## src/shared/synth_ctrl_pkg.sv

```systemverilog
// Purpose: constants and types for the synthesizer divider/calibration block
// Assumes: 8-bit registers at their printed offsets, one system clock
// Notes:   pfd and feedback events arrive as pins and are synchronised
package synth_ctrl_pkg;
  localparam logic [11:0] OFS_UPDATE   = 12'h00F;
  localparam logic [11:0] OFS_STATUS   = 12'h020;
  localparam logic [11:0] OFS_CONTROL  = 12'h100;
  localparam logic [11:0] OFS_LOOPMODE = 12'h101;
  localparam logic [11:0] OFS_FBINT    = 12'h107;
  localparam logic [11:0] OFS_DIVRST   = 12'h120;
  localparam logic [11:0] OFS_RATIOS   = 12'h121;
  localparam logic [7:0]  UPDATE_CODE  = 8'h01;
  // field positions
  localparam int CTRL_CAL_BIT   = 3;
  localparam int STAT_CAL_BIT   = 2;
  localparam int STAT_LOCK_BIT  = 0;
  localparam int LOOP_LSB       = 1;
  localparam int RST_A_BIT      = 0;
  localparam int RST_B_BIT      = 4;
  // reset values
  localparam logic [7:0] CONTROL_RST  = 8'h00;
  localparam logic [7:0] LOOPMODE_RST = 8'h00;
  localparam logic [7:0] FBINT_RST    = 8'h00;
  localparam logic [7:0] DIVRST_RST   = 8'h00;
  localparam logic [7:0] RATIOS_RST   = 8'h00;
  // ratio decode bounds and gating threshold
  localparam logic [3:0]  RATIO_MIN    = 4'h2;
  localparam logic [3:0]  RATIO_MAX    = 4'hB;
  localparam logic [15:0] LOR_BYPASS_N = 16'h0200;
  // timing counts in pfd cycles
  localparam int CAL_PFD_CYCLES  = 98500;
  localparam int LOCK_PFD_CYCLES = 65500;
  localparam logic [1:0] LOOP_MODE_ONE = 2'h1;
  localparam logic [1:0] LOOP_MODE_TWO = 2'h2;

  typedef struct packed {
    logic        run;     // post-divider running
    logic [3:0]  ratio;   // divide value when running
    logic        srst;    // synchronous reset applied
  } postdiv_t;

  typedef enum logic [1:0] {CAL_IDLE, CAL_WAIT_REF, CAL_RUN} cal_state_t;
endpackage

```

## src/logic/synth_divider_calibration_ctrl.sv

```systemverilog
// Purpose: post-divider decode, calibration sequencer and lock detector
// Assumes: pfd tick and feedback tick are pin inputs from the analog loop
// Notes:   staged registers become active only on an update write
// Overview of the data path
// The register file is split in two copies. The staged copy takes every
// bus write at once and is what a read of the 0x1xx page returns. The
// active copy loads from the staged copy only on a valid update write,
// and only the active copy steers the dividers, the loop mode and the
// sequencer. Software can therefore build a whole new setting over many
// writes and apply it in one clock, which keeps the two post-dividers
// and the loop mode from ever being seen half changed.
//
// The pfd and feedback ticks, the reference missing flag and the preset
// done flag come from other clock domains. Each passes three flops, and
// a filtered level moves only when the second and third stages agree.
// The cost is that a tick must stay at one level for at least two system
// clocks to be seen; faster pfd rates must be divided down before here.
//
// The calibration sequencer has three states. It idles until a request
// is pending, waits for a usable reference, then counts pfd edges for
// the whole calibration. While it is not idle both post-dividers sit in
// synchronous reset, so a manual divider reset is never needed after a
// calibration. A request that arrives while one runs is queued, so a
// software recalibration is never lost behind a preset calibration.
//
// Limitations a user must know:
// - the total feedback division is a plain level and is not
//   synchronised; it must be static while a calibration waits.
// - the lock detector only counts edges; it reports frequency lock,
//   never phase alignment.
// - the channel hold is released only at the end of the first
//   calibration after a chip or loop reset; later calibrations leave
//   the distribution running.
//
// Decided for this implementation: strobed register access.
module synth_divider_calibration_ctrl
  import synth_ctrl_pkg::*;
(
  input  wire logic        SYS_CLK_I,       // 100 MHz system clock
  input  wire logic        NRST_I,          // synchronous reset, active low
  input  wire logic        LOOP_NRST_I,     // loop reset, active low
  input  wire logic [11:0] ADDR_I,          // register address
  input  wire logic [7:0]  WDATA_I,         // write data
  input  wire logic        WR_I,            // write strobe
  input  wire logic        RD_I,            // read strobe
  output logic      [7:0]  RDATA_O,         // read data, cycle after strobe
  input  wire logic        PFD_TICK_I,      // reference at pfd, pin
  input  wire logic        FB_TICK_I,       // feedback at pfd, pin
  input  wire logic        REF_MISSING_I,   // reference missing flag, pin
  input  wire logic        PRESET_DONE_I,   // pin-strap preset load done
  input  wire logic [15:0] FB_TOTAL_I,      // total feedback division
  output postdiv_t         DIV_A_O,         // post_divider_a control
  output postdiv_t         DIV_B_O,         // post_divider_b control
  output logic      [3:0]  CHAN_SRC_A_O,    // channels zero..three on a
  output logic             ZD_SRC_A_O,      // zero-delay div on a
  output logic      [3:0]  CHAN_SRC_B_O,    // channels clockable from b
  output logic             CHAN_HOLD_O,     // channels held, outputs static
  output logic      [1:0]  LOOP_ACTIVE_O,   // loop mode applied to analog
  output logic             LOCK_O           // lock detect result
);
  localparam int CAL_W = 17;
  localparam logic [CAL_W-1:0] CAL_LAST  = CAL_W'(CAL_PFD_CYCLES - 1);
  localparam logic [CAL_W-1:0] LOCK_LAST = CAL_W'(LOCK_PFD_CYCLES - 1);
  // lock window: 16 ppm of 65,500 is about one cycle
  localparam logic [CAL_W-1:0] LOCK_TOL  = CAL_W'(1);

  // staged and active registers
  logic [7:0] control_q, loopmode_q, fbint_q, divrst_q, ratios_q;
  logic [7:0] control_a_q, loopmode_a_q, fbint_a_q, divrst_a_q, ratios_a_q;
  logic       commit;
  logic       cal_req_prev_q;
  cal_state_t cal_st_q;
  logic [CAL_W-1:0] cal_cnt_q;
  logic       first_cal_q;
  logic       preset_prev_q;

  // three-stage synchronisers; change counts when stages two and three agree
  logic [2:0] pfd_s_q, fb_s_q, lor_s_q, pre_s_q;
  logic       pfd_f_q, fb_f_q, lor_f_q, pre_f_q;
  always_ff @(posedge SYS_CLK_I) begin
    if (!NRST_I) begin
      pfd_s_q <= 3'h0;
      fb_s_q  <= 3'h0;
      lor_s_q <= 3'h7;
      pre_s_q <= 3'h0;
    end else begin
      pfd_s_q <= {pfd_s_q[1:0], PFD_TICK_I};
      fb_s_q  <= {fb_s_q[1:0], FB_TICK_I};
      lor_s_q <= {lor_s_q[1:0], REF_MISSING_I};
      pre_s_q <= {pre_s_q[1:0], PRESET_DONE_I};
    end
  end

  // filtered levels follow only once stages two and three agree
  always_ff @(posedge SYS_CLK_I) begin
    if (!NRST_I) begin
      pfd_f_q <= 1'b0;
      fb_f_q  <= 1'b0;
      lor_f_q <= 1'b1;
      pre_f_q <= 1'b0;
    end else begin
      if (pfd_s_q[1] == pfd_s_q[2]) pfd_f_q <= pfd_s_q[2];
      if (fb_s_q[1] == fb_s_q[2])   fb_f_q  <= fb_s_q[2];
      if (lor_s_q[1] == lor_s_q[2]) lor_f_q <= lor_s_q[2];
      if (pre_s_q[1] == pre_s_q[2]) pre_f_q <= pre_s_q[2];
    end
  end

  // rising edges of the pfd and feedback clocks
  logic pfd_prev_q, fb_prev_q, pfd_rise, fb_rise;
  always_ff @(posedge SYS_CLK_I) begin
    if (!NRST_I) begin
      pfd_prev_q <= 1'b0;
      fb_prev_q  <= 1'b0;
    end else begin
      pfd_prev_q <= pfd_f_q;
      fb_prev_q  <= fb_f_q;
    end
  end
  assign pfd_rise = pfd_f_q & ~pfd_prev_q;
  assign fb_rise  = fb_f_q & ~fb_prev_q;

  // staged register writes
  assign commit = WR_I && (ADDR_I == OFS_UPDATE) &&
                  (WDATA_I == UPDATE_CODE);
  always_ff @(posedge SYS_CLK_I) begin
    if (!NRST_I) begin
      control_q  <= CONTROL_RST;
      loopmode_q <= LOOPMODE_RST;
      fbint_q    <= FBINT_RST;
      divrst_q   <= DIVRST_RST;
      ratios_q   <= RATIOS_RST;
    end else if (WR_I) begin
      unique case (ADDR_I)
        OFS_CONTROL:  control_q  <= WDATA_I;
        OFS_LOOPMODE: loopmode_q <= WDATA_I;
        OFS_FBINT:    fbint_q    <= WDATA_I;
        OFS_DIVRST:   divrst_q   <= WDATA_I;
        OFS_RATIOS:   ratios_q   <= WDATA_I;
        default: ;
      endcase
    end
  end

  // active copies load only on an update commit
  always_ff @(posedge SYS_CLK_I) begin
    if (!NRST_I) begin
      control_a_q  <= CONTROL_RST;
      loopmode_a_q <= LOOPMODE_RST;
      fbint_a_q    <= FBINT_RST;
      divrst_a_q   <= DIVRST_RST;
      ratios_a_q   <= RATIOS_RST;
    end else if (commit) begin
      control_a_q  <= control_q;
      loopmode_a_q <= loopmode_q;
      fbint_a_q    <= fbint_q;
      divrst_a_q   <= divrst_q;
      ratios_a_q   <= ratios_q;
    end
  end

  // calibration request: committed rising edge or preset completion
  logic cal_bit, manual_req, preset_req, cal_pending_q, ref_ok;
  logic [1:0] loop_sel;
  assign cal_bit    = control_a_q[CTRL_CAL_BIT];
  assign manual_req = cal_bit & ~cal_req_prev_q;
  assign preset_req = pre_f_q & ~preset_prev_q;
  assign loop_sel   = loopmode_a_q[LOOP_LSB +: 2];
  // low reference rates in loop one fall below the flag's threshold
  assign ref_ok = ((loop_sel == LOOP_MODE_ONE) &&
                   (FB_TOTAL_I >= LOR_BYPASS_N)) ? pfd_rise
                                                 : ~lor_f_q;

  always_ff @(posedge SYS_CLK_I) begin
    if (!NRST_I) begin
      cal_req_prev_q <= 1'b0;
      preset_prev_q  <= 1'b0;
    end else begin
      cal_req_prev_q <= cal_bit;
      preset_prev_q  <= pre_f_q;
    end
  end

  // a request that arrives during a running calibration is kept pending
  always_ff @(posedge SYS_CLK_I) begin
    if (!NRST_I) begin
      cal_pending_q <= 1'b0;
    end else if (manual_req || preset_req) begin
      cal_pending_q <= 1'b1;
    end else if (cal_st_q == CAL_IDLE) begin
      cal_pending_q <= 1'b0;
    end
  end

  // calibration sequencer
  // the counter runs on pfd edges, not system clocks, so the calibration
  // time scales with the pfd rate; the count is cleared in idle so that a
  // queued request always starts from zero. leaving wait_ref needs only a
  // clear flag, or in loop one with a long feedback chain a single pfd
  // edge, because the flag cannot see very slow references there.
  // an unused fourth state code cannot be reached from reset, so no
  // default branch is given.
  always_ff @(posedge SYS_CLK_I) begin
    if (!NRST_I) begin
      cal_st_q  <= CAL_IDLE;
      cal_cnt_q <= '0;
    end else begin
      unique case (cal_st_q)
        CAL_IDLE: begin
          cal_cnt_q <= '0;
          if (cal_pending_q) cal_st_q <= CAL_WAIT_REF;
        end
        CAL_WAIT_REF: begin
          if (ref_ok) cal_st_q <= CAL_RUN;
        end
        CAL_RUN: begin
          if (pfd_rise) begin
            if (cal_cnt_q == CAL_LAST) begin
              cal_st_q  <= CAL_IDLE;
            end else begin
              cal_cnt_q <= cal_cnt_q + CAL_W'(1);
            end
          end
        end
      endcase
    end
  end

  // first calibration after chip or loop reset holds the distribution
  always_ff @(posedge SYS_CLK_I) begin
    if (!NRST_I || !LOOP_NRST_I) begin
      first_cal_q <= 1'b1;
    end else if (cal_st_q == CAL_RUN && pfd_rise &&
                 cal_cnt_q == CAL_LAST) begin
      first_cal_q <= 1'b0;
    end
  end

  logic cal_busy;
  assign cal_busy = (cal_st_q != CAL_IDLE);

  // post-divider decode; out-of-range codes power the divider down
  logic [3:0] ratio_a, ratio_b;
  logic       run_a, run_b;
  assign ratio_a = ratios_a_q[3:0];
  assign ratio_b = ratios_a_q[7:4];
  assign run_a   = (ratio_a >= RATIO_MIN) && (ratio_a <= RATIO_MAX);
  assign run_b   = (ratio_b >= RATIO_MIN) && (ratio_b <= RATIO_MAX);

  // registered outputs
  // all control outputs are flopped so that the analog side sees one
  // clean change per commit, never the glitches of the decode; the price
  // is one clock of latency after the active registers move. powered
  // down dividers also show a zero ratio so nothing downstream can read
  // a stale divide value.
  always_ff @(posedge SYS_CLK_I) begin
    if (!NRST_I) begin
      DIV_A_O       <= '0;
      DIV_B_O       <= '0;
      CHAN_SRC_A_O  <= 4'h0;
      ZD_SRC_A_O    <= 1'b0;
      CHAN_SRC_B_O  <= 4'h0;
      CHAN_HOLD_O   <= 1'b1;
      LOOP_ACTIVE_O <= 2'h0;
    end else begin
      DIV_A_O.run   <= run_a;
      DIV_A_O.ratio <= run_a ? ratio_a : 4'h0;
      // calibration reset dominates the held software reset
      DIV_A_O.srst  <= cal_busy | divrst_a_q[RST_A_BIT];
      DIV_B_O.run   <= run_b;
      DIV_B_O.ratio <= run_b ? ratio_b : 4'h0;
      DIV_B_O.srst  <= cal_busy | divrst_a_q[RST_B_BIT];
      CHAN_SRC_A_O  <= {4{run_a}};
      ZD_SRC_A_O    <= run_a;
      CHAN_SRC_B_O  <= {1'b0, run_b, run_b, 1'b0};
      CHAN_HOLD_O   <= first_cal_q;
      // loop two feedback stops during calibration, so use loop zero
      LOOP_ACTIVE_O <= (cal_busy && loop_sel == LOOP_MODE_TWO) ?
                       2'h0 : loop_sel;
    end
  end

  // lock detector: count feedback edges over a window of pfd edges
  // the window is a fixed number of pfd edges; at its end the feedback
  // count is compared with that number less one, and a difference of at most
  // one count is taken as lock. a feedback edge in the closing cycle is
  // carried into the next window so that no edge is dropped. the
  // detector is held cleared while calibrating, because the loop is
  // opened then and any result would be meaningless; a loop reset also
  // clears it so that a stale lock never survives a restart.
  logic [CAL_W-1:0] ld_win_q, ld_fb_q;
  logic [CAL_W-1:0] ld_diff;
  assign ld_diff = (ld_fb_q > LOCK_LAST) ? (ld_fb_q - LOCK_LAST)
                                         : (LOCK_LAST - ld_fb_q);
  always_ff @(posedge SYS_CLK_I) begin
    if (!NRST_I || !LOOP_NRST_I || cal_busy) begin
      ld_win_q <= '0;
      ld_fb_q  <= '0;
      LOCK_O   <= 1'b0;
    end else begin
      if (pfd_rise && ld_win_q == LOCK_LAST) begin
        LOCK_O   <= (ld_diff <= LOCK_TOL);
        ld_win_q <= '0;
        ld_fb_q  <= fb_rise ? CAL_W'(1) : '0;
      end else begin
        if (pfd_rise) ld_win_q <= ld_win_q + CAL_W'(1);
        if (fb_rise)  ld_fb_q  <= ld_fb_q + CAL_W'(1);
      end
    end
  end

  // status readback; unmapped and write-only addresses read zero
  always_ff @(posedge SYS_CLK_I) begin
    if (!NRST_I) begin
      RDATA_O <= 8'h00;
    end else if (RD_I) begin
      unique case (ADDR_I)
        OFS_STATUS:   RDATA_O <= {5'h00, cal_busy, 1'b0, LOCK_O};
        OFS_CONTROL:  RDATA_O <= control_q;
        OFS_LOOPMODE: RDATA_O <= loopmode_q;
        OFS_FBINT:    RDATA_O <= fbint_q;
        OFS_DIVRST:   RDATA_O <= divrst_q;
        OFS_RATIOS:   RDATA_O <= ratios_q;
        default:      RDATA_O <= 8'h00;
      endcase
    end else begin
      RDATA_O <= 8'h00;
    end
  end
endmodule // synth_divider_calibration_ctrl

```

## config.mk

```make
export PLATFORM = sky130hd
export DESIGN_NAME = synth_divider_calibration_ctrl
export DESIGN_NICKNAME = d
export VERILOG_FILES = /design/src/shared/synth_ctrl_pkg.sv /design/src/logic/synth_divider_calibration_ctrl.sv
export SDC_FILE = /design/constraint.sdc
export NUM_CORES = 1
export LEC_CHECK = 0
export BUFFER_PORTS_ARGS = -buffer_cell sky130_fd_sc_hd__buf_2
export CAP_MARGIN = 20
export CORE_MARGIN = 1.5
export CORE_UTILIZATION = 59
export CTS_CLUSTER_SIZE = 12
export DETAILED_ROUTE_END_ITERATION = 10
export PLACE_DENSITY_LB_ADDON = 0.12
export SLEW_MARGIN = 20
export SYNTH_ARGS = -nofsm -noshare
export SYNTH_HDL_FRONTEND = slang
export SYNTH_SLANG_ARGS = --single-unit
```

## constraint.sdc

```tcl
create_clock -name SYS_CLK_I -period 3 [get_ports SYS_CLK_I]
set_clock_uncertainty 0.1 [all_clocks]
set_input_delay 0 -clock SYS_CLK_I [delete_from_list [all_inputs] [get_ports SYS_CLK_I]]
set_output_delay 0 -clock SYS_CLK_I [all_outputs]
set_load 0.02 [all_outputs]
```

==> results of run 1 <==
==> worst max-delay path by stage <==
stage,end,start,slack [ns]
final,LOCK_O,ld_fb_q[10],0.26
after global routing,LOCK_O,ld_fb_q[0],0.06
after global placement,LOCK_O,ld_fb_q[10],0.28
after CTS,LOCK_O,ld_win_q[0],0.27
after detailed placement,LOCK_O,ld_fb_q[10],0.33
after floorplan,LOCK_O,ld_fb_q[2],0.57
==> metrics by stage <==
step	power (mW)	area, µm²
after global routing	4.487	8373
final	4.360	8373
after detailed placement	2.336	7645
after global placement	2.325	7645
after CTS	4.378	8367
after floorplan	2.245	7122
==> worst reg2reg max path, cell delays in order, from the launching register on <==
cell and delay [ns]:
dfxtp_1 0.56, nand3_4 0.22, or4_1 0.52, a211o_1 0.27
a2111o_1 0.37, a2111oi_2 0.39, nand4_1 0.13, o21ai_1 0.10
==> report_power, final <==
| group | switching (mW) | internal [mW] | leakage [nW] |
|---|---|---|---|
| combinational | 0.166 | 0.101 | 1.46 |
| sequential | 0.00818 | 2.04 | 1.23 |
| clock | 0.869 | 1.18 | 0.275 |
==> state kept, by name (all words and copies together) (netlist names), 5 cells and up <==
name / count
DIV_A_O: 5
DIV_B_O: 5
RDATA_O: 8
cal_cnt_q: 17
control_q: 8
divrst_q: 8
fbint_q: 8
ld_fb_q: 17
ld_win_q: 17
loopmode_q: 8
ratios_a_q: 8
ratios_q: 8
==> what timing repair did <==
item | in CTS | in global routing
hold endpoints to repair | 54 | 0
endpoints found under the setup margin | 0 | 1
gates resized for setup | 0 | 1
hold buffers | 16 | 0
==> kinds of logic (layout without fill, tap and decap cells) <==
kind of cell	Yosys count	in the layout	share of synthesized area
flip-flops	152	152	0.4275
other	1	2	0.0005268
adder cells (fa/ha/maj)	8	8	0.01406
AO/OA/AOI/OAI	154	154	0.1540
XOR/XNOR	44	44	0.05414
AND/OR/NAND/NOR	368	368	0.2688
multiplexers	22	22	0.03129
buffers and inverters	75	166	0.04974
==> layout by cell type, fill, tap and decap left out, drive strengths merged, types with 22 or more instances in the layout <==
master	count
a21boi	44
nand2	91
a21oi	26
xnor2	22
buf	104
nand3	59
nor2	71
xor2	22
dfxtp	152
o21ai	24
==> layout make-up <==
class / count / area share
clock buffers: 21 / 0.05380
clock inverters: 11 / 0.01330
inverters: 14 / 0.006276
multi-input cells: 598 / 0.4477
flip-flops and latches: 152 / 0.3634
well taps: 143 / 0.02137
repair buffers: 120 / 0.09414
==> routing by layer <==
| metal | vias up | track usage |
|---|---|---|
| met5 | - | 0 |
| met4 | 0 | 0.1089 |
| met3 | 27 | 0.06052 |
| met2 | 234 | 0.4935 |
| met1 | 3016 | 0.3947 |
| li1 | 3087 | - |
==> Flow_metrics.wiki, run 1 <==
{| class="wikitable"
! Metric !! Value
|-
| Run status || complete, no violations
|-
| Worst slew margin || 0.5004
|-
| Number of max-slew violations in the final report || 0
|-
| Residual antenna-violating net count after detailed routing || 0
|-
| Cell total after placement || 1,011
|-
| Post-layout minimum cycle time || approximately 2.7 ns
|-
| Filler instances || 861
|-
| Overall die area || 12,730 µm²
|-
| Count of warnings emitted by yosys || 0
|-
| Leakage power summed over all cells || 2.964 nW
|-
| Ratio of cells with drive above 1 in the final layout || 0.1594
|-
| Endpoint, Worst Hold || loopmode_a_q[2]
|-
| Count of pins on the block boundary || 78
|-
| Critical path data arrival time || between 2 and 3 ns
|-
| CTS clock-pin slew for the worst setup and hold paths || 0.06 ns
|-
| GR Util All Layers || 0.3004
|-
| Latest clock arrival within the worst-skew pair || 0.42 ns
|-
| Maximum single-stage delay on the critical path || approximately 0.56 ns
|-
| Post-CTS Setup Inserts || 0
|-
| Standard-cell rows || 39
|-
| Inserted Clock Buffers || 17
|-
| CTS tree || done
|-
| Crit Path Max Fanout || 10
|-
| Setup CP Type || flop to flop
|-
| Buffer depth of the longest clock path || 2
|-
| Yosys top cell area share || 0.4275
|-
| Mean post-synth cell area || 8.638 µm²
|-
| Detailed Place HPWL || 12,430 µm
|-
| Biggest area consumer among synthesized cells || dfxtp_1
|-
| Worst flop-to-flop path startpoint || ld_fb_q[10]
|-
| Critical hold path startpoint || WR_I
|-
| Count of cell instances traversed by the critical path || 7
|-
| Share of synthesized area occupied by flip-flops and latches || 0.4275
|-
| Unique masters post-synth || 68
|-
| Number of antenna repair diodes || 0
|-
| Slowest CP cell || dfxtp_1
|-
| Std-Cell Core Area || 11,610 µm²
|-
| Required time at the worst-slack endpoint || ~3.2 ns
|-
| Final net count || 956
|-
| Library cell with the highest instance count after synthesis || dfxtp_1
|-
| Root buffer cell || clkbuf_16
|-
| Sum of overflow across all layers after global routing || 0
|-
| Total of flip-flops plus latches after synthesis || 152
|-
| DIE WIDTH || 112.8 µm
|-
| Highest ir drop seen on vdd || 0.5753 mV
|-
| Sequential Area || 3043 µm²
|-
| Sink Count || 152
|-
| Global-route wire length before repair || 30,310 µm
|-
| Initial antenna violation count || 0
|-
| Number of cells produced by synthesis || 824
|-
| Least setup slack across all paths after layout || 0.2596 ns
|-
| Launching element type of the critical path || flop
|-
| Proportion of register bits with asynchronous set or reset after synthesis || 0
|-
| Die span in y || 112.8 µm
|-
| Largest net degree at the start of global routing || 96
|-
| Number of synthesized flops with an enable pin || 0
|-
| Most used DFF post-synth || dfxtp_1
|-
| Area of the multi-input gates || 3749 µm²
|-
| R2R depth || 7
|-
| Via density per instance || 6.009
|-
| Vias in the first global route || 6,162
|-
| Top achievable clock speed || 0.3649 GHz
|-
| Drt first-iter violations || 576
|-
| Post-route non-filler standard cell count || 1,059
|-
| Routed Wire Length || 18,350 µm
|-
| Pin slew with the least headroom to its limit || 0.7494 ns
|-
| Placement Setup Slack || approximately 0.33 ns
|-
| Sum of negative setup slack || 0 ns
|-
| Vias post-DR || 6,364
|-
| CP cell instances || nand3_4, or4_1, a211o_1, a2111o_1, a2111oi_2, nand4_1, o21ai_1
|-
| Starting Density || 0.6129
|-
| Uppermost signal routing layer after detailed routing || met4
|-
| Power per cell area || 520.7 nW/µm²
|-
| Placer congestion estimate || 0.8827
|-
| Detailed-routing iteration count for the pre-antenna-repair pass || 5
|-
| Setup violation total in the final timing report || 0
|-
| Buffers & Inverters on Critical Path || 0
|-
| Leading post-synthesis cells by instance count || dfxtp_1, nand2_1, nor2_1, nand3_1, a21boi_0
|-
| Dominant delay contributor by cell family on the critical path || compound AO/OA/AOI/OAI gates
|-
| Crit path capture type || flop
|-
| Post-route met1 wirelength || roughly 8100 µm
|-
| Top cells by area, synth || dfxtp_1, nand2_1, a21boi_0
|-
| Register-to-register setup slack || 0.26 ns
|-
| Detail Route met3 WL || 1181 µm
|-
| WHS || approximately 0.04 ns
|-
| Reg-to-reg endpoint || LOCK_O
|-
| Layout-stage area growth over the synthesis result || 17.63%
|-
| Min-delay worst type || input port to flop
|-
| CTS HTree Levels || 4
|-
| Instance count along the most critical hold path || 5
|-
| IO Port Bufs || 66
|-
| Setup repair after global routing missed its margin || false
|-
| Wirelength per Cell || approximately 17 µm
|-
| Residual DRC count || 0
|-
| Final cycle utilization of the critical path || 0.9135
|-
| Max-Cap Viols || 0
|-
| Count of endpoints failing hold in the final timing report || 0
|-
| Met2 wire length || 8790 µm
|-
| Core Util, Final || 0.7210
|-
| Netlist Area Pre-Place || 7118 µm²
|}
(Power assumes the default switching activity.)
==> run 2: changes to the inputs <==
--- a/config.mk
+++ b/config.mk
@@ -8,11 +8,11 @@
 export BUFFER_PORTS_ARGS = -buffer_cell sky130_fd_sc_hd__buf_2
 export CAP_MARGIN = 20
 export CORE_MARGIN = 1.5
-export CORE_UTILIZATION = 59
+export CORE_UTILIZATION = 60
+export CTS_BUF_LIST = sky130_fd_sc_hd__clkbuf_2 sky130_fd_sc_hd__clkbuf_4 sky130_fd_sc_hd__clkbuf_8
 export CTS_CLUSTER_SIZE = 12
 export DETAILED_ROUTE_END_ITERATION = 10
 export PLACE_DENSITY_LB_ADDON = 0.12
-export SLEW_MARGIN = 20
 export SYNTH_ARGS = -nofsm -noshare
 export SYNTH_HDL_FRONTEND = slang
 export SYNTH_SLANG_ARGS = --single-unit
==> run 2 against run 1 <==
Effect of this change:
- the run now ends with DRC left
- worst setup slack worse by 0.0040 ns
- combinational power about the same
- sequential power about the same
- sequential cell count unchanged
- register-to-register slack about the same
- via count down 0.38%
- sequential share of layout area up 0.51 points
- largest cell class unchanged
- highest routed layer unchanged
==> Flow_metrics.wiki, run 2 (synthesis results as in run 1) <==
{| class="wikitable"
! Metric !! Value
|-
| Sum of overflow across all layers after global routing || 0
|-
| Sum of negative setup slack || 0 ns
|-
| Wirelength per Cell || ~16 µm
|-
| Number of antenna repair diodes || 0
|-
| Starting Density || 0.6181
|-
| Buffer depth of the longest clock path || 2
|-
| Std-Cell Core Area || 11,520 µm²
|-
| CTS clock-pin slew for the worst setup and hold paths || 0.09 ns
|-
| Power per cell area || 493.7 nW/µm²
|-
| Ratio of cells with drive above 1 in the final layout || 0.1552
|-
| Setup CP Type || flop to flop
|-
| Sink Count || 152
|-
| Residual antenna-violating net count after detailed routing || 0
|-
| Pin slew with the least headroom to its limit || 0.7559 ns
|-
| Slowest CP cell || a2111oi_0
|-
| Worst slew margin || 0.4961
|-
| Die span in y || about 110 µm
|-
| Detailed Place HPWL || 12,230 µm
|-
| Setup violation total in the final timing report || 0
|-
| Residual DRC count || 10
|-
| Global-route wire length before repair || ~29,000 µm
|-
| Leakage power summed over all cells || just under 3 nW
|-
| Detailed-routing iteration count for the pre-antenna-repair pass || 11
|-
| WHS || slightly above 0.07 ns
|-
| Number of max-slew violations in the final report || 0
|-
| Post-route non-filler standard cell count || ~1,100
|-
| Inserted Clock Buffers || 17
|-
| DIE WIDTH || 111.9 µm
|-
| Crit Path Max Fanout || 5
|-
| GR Util All Layers || 0.2908
|-
| Initial antenna violation count || 0
|-
| Drt first-iter violations || 506
|-
| Cell total after placement || 1,004
|-
| Max-Cap Viols || 0
|-
| R2R depth || 8
|-
| Cell type with the highest occurrence count on the critical path || nor4b_1
|-
| Min-delay worst type || input port to flop
|-
| Standard-cell rows || 39
|-
| Critical path data arrival time || between 3 and 4 ns
|-
| CP cell instances || ha_1, nand3b_1, nor4b_1, nor4b_1, o221ai_1, a2111oi_0, nand4_1, o21ai_1
|-
| Routed Wire Length || 17,440 µm
|-
| Register-to-register setup slack || 0.26 ns
|-
| Vias post-DR || 6,340
|-
| Highest ir drop seen on vdd || 0.4999 mV
|-
| Gates resized, CTS repair || 0
|-
| Launching element type of the critical path || flop
|-
| IO Port Bufs || 66
|-
| Setup repair after global routing missed its margin || false
|-
| Post-CTS Setup Inserts || 0
|-
| Final net count || 955
|-
| Largest net degree at the start of global routing || 96
|-
| Largest registers in the final layout || cal_cnt_q (17), ld_fb_q (17), ld_win_q (17)
|-
| Via density per instance || 5.992
|-
| Required time at the worst-slack endpoint || about 3.3 ns
|-
| Placer congestion estimate || 0.9677
|-
| Violated checks || DRC
|-
| CTS tree || done
|-
| Crit path capture type || flop
|-
| Count of pins on the block boundary || 78
|-
| Root buffer cell || clkbuf_8
|-
| Post-layout minimum cycle time || 2.744 ns
|-
| Vias in the first global route || 6,078
|-
| Maximum single-stage delay on the critical path || 0.54 ns
|-
| CTS HTree Levels || 4
|-
| Top achievable clock speed || between 0.3 and 0.4 GHz
|-
| Overall die area || between 10,000 and 15,000 µm²
|-
| Final cycle utilization of the critical path || 0.9148
|-
| Most frequent standard cell in the layout excluding fill and tap cells || dfxtp_1
|-
| Latest clock arrival within the worst-skew pair || 0.48 ns
|-
| Most frequent cells in the layout || dfxtp_1, nand2_1, nor2_1, buf_2, nand3_1
|-
| Instance count along the most critical hold path || 5
|-
| Run status || complete, but fails checks
|-
| Count of endpoints failing hold in the final timing report || 0
|-
| Layout-stage area growth over the synthesis result || 16.01%
|}
[run 2: cell count changes in the layout (fill, tap and decap cells not counted), sizes merged]
cell,change
dlygate4sd3,+5
buf,-7
clkinv,-1
bufinv,+3
inv,-1
[run 2: per-stage QoR]
stage / utilization / worst slack (ns) / power (mW) / instance area [µm²]
finish: 0.7171 / 0.2556 / 4.077 / 8258
CTS: 0.7166 / 0.3228 / 4.103 / 8253
detailed placement: 0.6593 / 0.3315 / 2.338 / 7592
global placement: 0.6593 / 0.3465 / 2.327 / 7592
floorplan: - / 0.5702 / 2.245 / 7122
global route: 0.7171 / 0.1283 / 4.219 / 8258
[run 2: path summary, 6_finish.rpt]
kind | startpoint | to
worst max-delay path | ld_win_q[0] | LOCK_O
worst min-delay path | ADDR_I[0] | control_q[3]
worst max register to register | ld_win_q[0] | LOCK_O
worst min register to register | lor_s_q[0] | lor_s_q[1]
[run 2: where the power goes]
group	internal (mW)	leakage [nW]	total [mW]	switching, mW
logic	0.103	1.45	0.266	0.163
clock network	0.961	0.227	1.77	0.807
registers	2.03	1.23	2.04	0.00843
[run 2: layout make-up]
class / instances / area (µm²)
multi-input cells: 598 / 3742
fillers: 860 / 3258
flip-flops and latches: 152 / 3043
repair buffers: 119 / 790.8
clock buffers: 20 / 262.8
clock inverters: 12 / 187.7
well taps: 143 / 178.9
inverters: 14 / 52.55
[run 2: metal layers]
metal	GRT usage	wire length, µm	up-vias	share of wire
li1	-	-	3083	-
met1	0.3760	7655	2966	0.44
met2	0.4654	8234	262	0.47
met3	0.08220	1245	29	0.071
met4	0.1077	304	0	0.017
met5	0	0	-	0
[run 2: repair_timing]
action,in CTS,in global routing
hold endpoints to repair,54,0
endpoints found under the setup margin,0,0
hold buffers,21,0
[run 2: worst max-delay path: cells and delay by family (launching register included)]
| kind | cells | cell delay, ns |
|---|---|---|
| compound gates | 3 | 0.86 |
| fa+ha+maj | 1 | 0.18 |
| flops | 1 | 0.38 |
| simple gates | 4 | 1.14 |
==> run 3: changes to the inputs <==
--- a/config.mk
+++ b/config.mk
@@ -8,7 +8,7 @@
 export BUFFER_PORTS_ARGS = -buffer_cell sky130_fd_sc_hd__buf_2
 export CAP_MARGIN = 20
 export CORE_MARGIN = 1.5
-export CORE_UTILIZATION = 60
+export CORE_UTILIZATION = 45
 export CTS_BUF_LIST = sky130_fd_sc_hd__clkbuf_2 sky130_fd_sc_hd__clkbuf_4 sky130_fd_sc_hd__clkbuf_8
 export CTS_CLUSTER_SIZE = 12
 export DETAILED_ROUTE_END_ITERATION = 10
==> constraint.sdc (replaced) <==
create_clock -name SYS_CLK_I -period 3 [get_ports SYS_CLK_I]
set_clock_uncertainty 0.1 [all_clocks]
set_input_delay 0.9 -clock SYS_CLK_I [delete_from_list [all_inputs] [get_ports SYS_CLK_I]]
set_output_delay 0.9 -clock SYS_CLK_I [all_outputs]
set_load 0.02 [all_outputs]
==> run 3 against run 2 <==
Effect of this change:
- the run now ends clean
- critical path depth is 1 higher
- critical endpoint unchanged
- sequential share of layout area fell by 0.084 points
- sequential power is essentially flat
- largest cell class unchanged
- register-to-register slack about the same
- non-clock buffer count fell by 8
- routed wire length is 1.5% lower
==> Flow_metrics.wiki, run 3 (synthesis results as in run 1) <==
{| class="wikitable"
! Metric !! Value
|-
| Standard-cell rows || 45
|-
| Placer congestion estimate || 0.9266
|-
| IO Port Bufs || 66
|-
| Buffer depth of the longest clock path || 2
|-
| GR Util All Layers || 0.2220
|-
| Sum of overflow across all layers after global routing || 0
|-
| Sum of negative setup slack || 0 ns
|-
| Die span in y || 128.8 µm
|-
| Max-Cap Viols || 0
|-
| Setup CP Type || flop to flop
|-
| Leakage power summed over all cells || 2.908 nW
|-
| Number of antenna repair diodes || 0
|-
| Vias in the first global route || approximately 6,000
|-
| Via density per instance || 5.477
|-
| Area of the multi-input gates || 3742 µm²
|-
| Count of pins on the block boundary || 78
|-
| Wirelength per Cell || approximately 15 µm
|-
| Switching fraction of total power || 0.2271
|-
| Initial antenna violation count || 0
|-
| Seq pwr share || 0.492
|-
| Starting Density || 0.4648
|-
| Vias post-DR || ~6,100
|-
| Detailed Place HPWL || around 13,000 µm
|-
| Largest registers in the final layout || cal_cnt_q (17), ld_fb_q (17), ld_win_q (17)
|-
| Detailed-routing iteration count for the pre-antenna-repair pass || 6
|-
| Instance count along the most critical hold path || 1
|-
| Most frequent standard cell in the layout excluding fill and tap cells || dfxtp_1
|-
| CTS tree || done
|-
| Crit path capture type || flop
|-
| Std-Cell Core Area || 15,310 µm²
|-
| Routed Wire Length || 17,170 µm
|-
| Part of the power in the clock network || 0.445
|-
| Highest ir drop seen on vdd || 0.4168 mV
|-
| Root buffer cell || clkbuf_8
|-
| Sequential Area || 3043 µm²
|-
| Share of total power in combinational logic || 0.063
|-
| Number of max-slew violations in the final report || 0
|-
| Post-layout minimum cycle time || 2.731 ns
|-
| Most frequent cells in the layout || dfxtp_1, nand2_1, nor2_1, buf_2, nand3_1
|-
| CTS clock-pin slew for the worst setup and hold paths || 0.08 ns
|-
| Final cycle utilization of the critical path || 0.9102
|-
| Latest clock arrival within the worst-skew pair || 0.45 ns
|-
| Filler instances || 1,478
|-
| Launching element type of the critical path || flop
|-
| Residual DRC count || 0
|-
| R2R depth || 9
|-
| Pin slew with the least headroom to its limit || ~0.75 ns
|-
| DIE WIDTH || 128.8 µm
|-
| Global-route wire length before repair || 29,160 µm
|-
| Internal power consumption || between 3 and 4 mW
|-
| Min-delay worst type || flop to flop
|-
| Net switching power of the design || 0.9431 mW
|-
| Inserted Clock Buffers || 17
|-
| Layout-stage area growth over the synthesis result || 16.28%
|-
| Ratio of cells with drive above 1 in the final layout || 0.1709
|-
| Post-CTS Setup Inserts || 0
|-
| Gates resized, CTS repair || 0
|-
| Overall die area || approximately 17,000 µm²
|-
| Largest net degree at the start of global routing || 96
|-
| Setup violation total in the final timing report || 0
|-
| Setup repair after global routing missed its margin || false
|-
| CTS HTree Levels || 4
|-
| Drt first-iter violations || 399
|-
| Sink Count || 152
|-
| Count of endpoints failing hold in the final timing report || 0
|-
| Power per cell area || 501.8 nW/µm²
|-
| WHS || 0.3126 ns
|-
| Worst slew margin || 0.4982
|-
| Number of buffers added to fix hold violations after cts || 0
|-
| Top achievable clock speed || between 0.3 and 0.4 GHz
|-
| Run status || complete, no violations
|-
| Final net count || around 950
|-
| Required time at the worst-slack endpoint || 3.28 ns
|-
| Critical path data arrival time || roughly 3 ns
|-
| Residual antenna-violating net count after detailed routing || 0
|-
| Crit Path Max Fanout || 9
|}
run 3: cell types whose count changed in the layout (fill, tap and decap cells not counted), moves of 2 or more:
cell / change
bufinv_16: +2
clkinv_4: +2
dlygate4sd3_1: -21
clkinv_2: +2
buf_4: +13
clkbuf_4: -2
run 3: area by class of cell:
cell class / count / area share
clock buffer: 17 / 0.02827
clock inverter: 15 / 0.02993
inverter: 14 / 0.006349
multi-input combinational: 598 / 0.4522
sequential: 152 / 0.3676
tap: 211 / 0.03190
timing repair buffer: 111 / 0.08375
run 3: power by group through the flow:
stage	logic, mW	clock network, mW	registers (mW)
floorplan	0.149	0	2.10
global placement	0.254	0	2.09
detailed placement	0.263	0	2.09
CTS	0.263	1.90	2.04
global route	0.289	1.99	2.04
finish	0.261	1.85	2.04
run 3: path summary, 6_finish.rpt:
check	start	to	slack [ns]
worst max-delay path	ld_fb_q[2]	LOCK_O	0.27
worst min-delay path	lor_s_q[0]	lor_s_q[1]	0.31
worst max register to register	ld_fb_q[2]	LOCK_O	0.27
worst min register to register	lor_s_q[0]	lor_s_q[1]	0.31
run 3: stage by stage:
step	std cells	worst slack (ns)	cell area [µm²]	power [mW]	utilization
6_report	1118	0.2694	8277	4.153	0.5404
2_1_floorplan	825	0.2371	7122	2.245	-
5_1_grt	1118	0.06010	8277	4.322	0.5404
3_3_place_gp	1086	0.1308	7795	2.343	0.5090
3_5_place_dp	1086	0.1213	7795	2.353	0.5090
4_1_cts	1118	0.2756	8277	4.203	0.5404
run 3: worst max-delay path, cell delays in order, from the launching register on:
cell and delay (ns):
dfxtp_1 0.31, buf_4 0.16, ha_1 0.29, a21o_1 0.19
a21oi_1 0.35, o21ai_0 0.16, a2111o_1 0.44, a2111oi_2 0.38
nand4_1 0.16, o21ai_1 0.11
run 3: per-layer routing:
| metal | track usage | part of all wire |
|---|---|---|
| met1 | 0.2974 | 0.48 |
| met3 | 0.05489 | 0.050 |
| met5 | 0 | 0 |
| met2 | 0.3511 | 0.45 |
| met4 | 0.07403 | 0.020 |
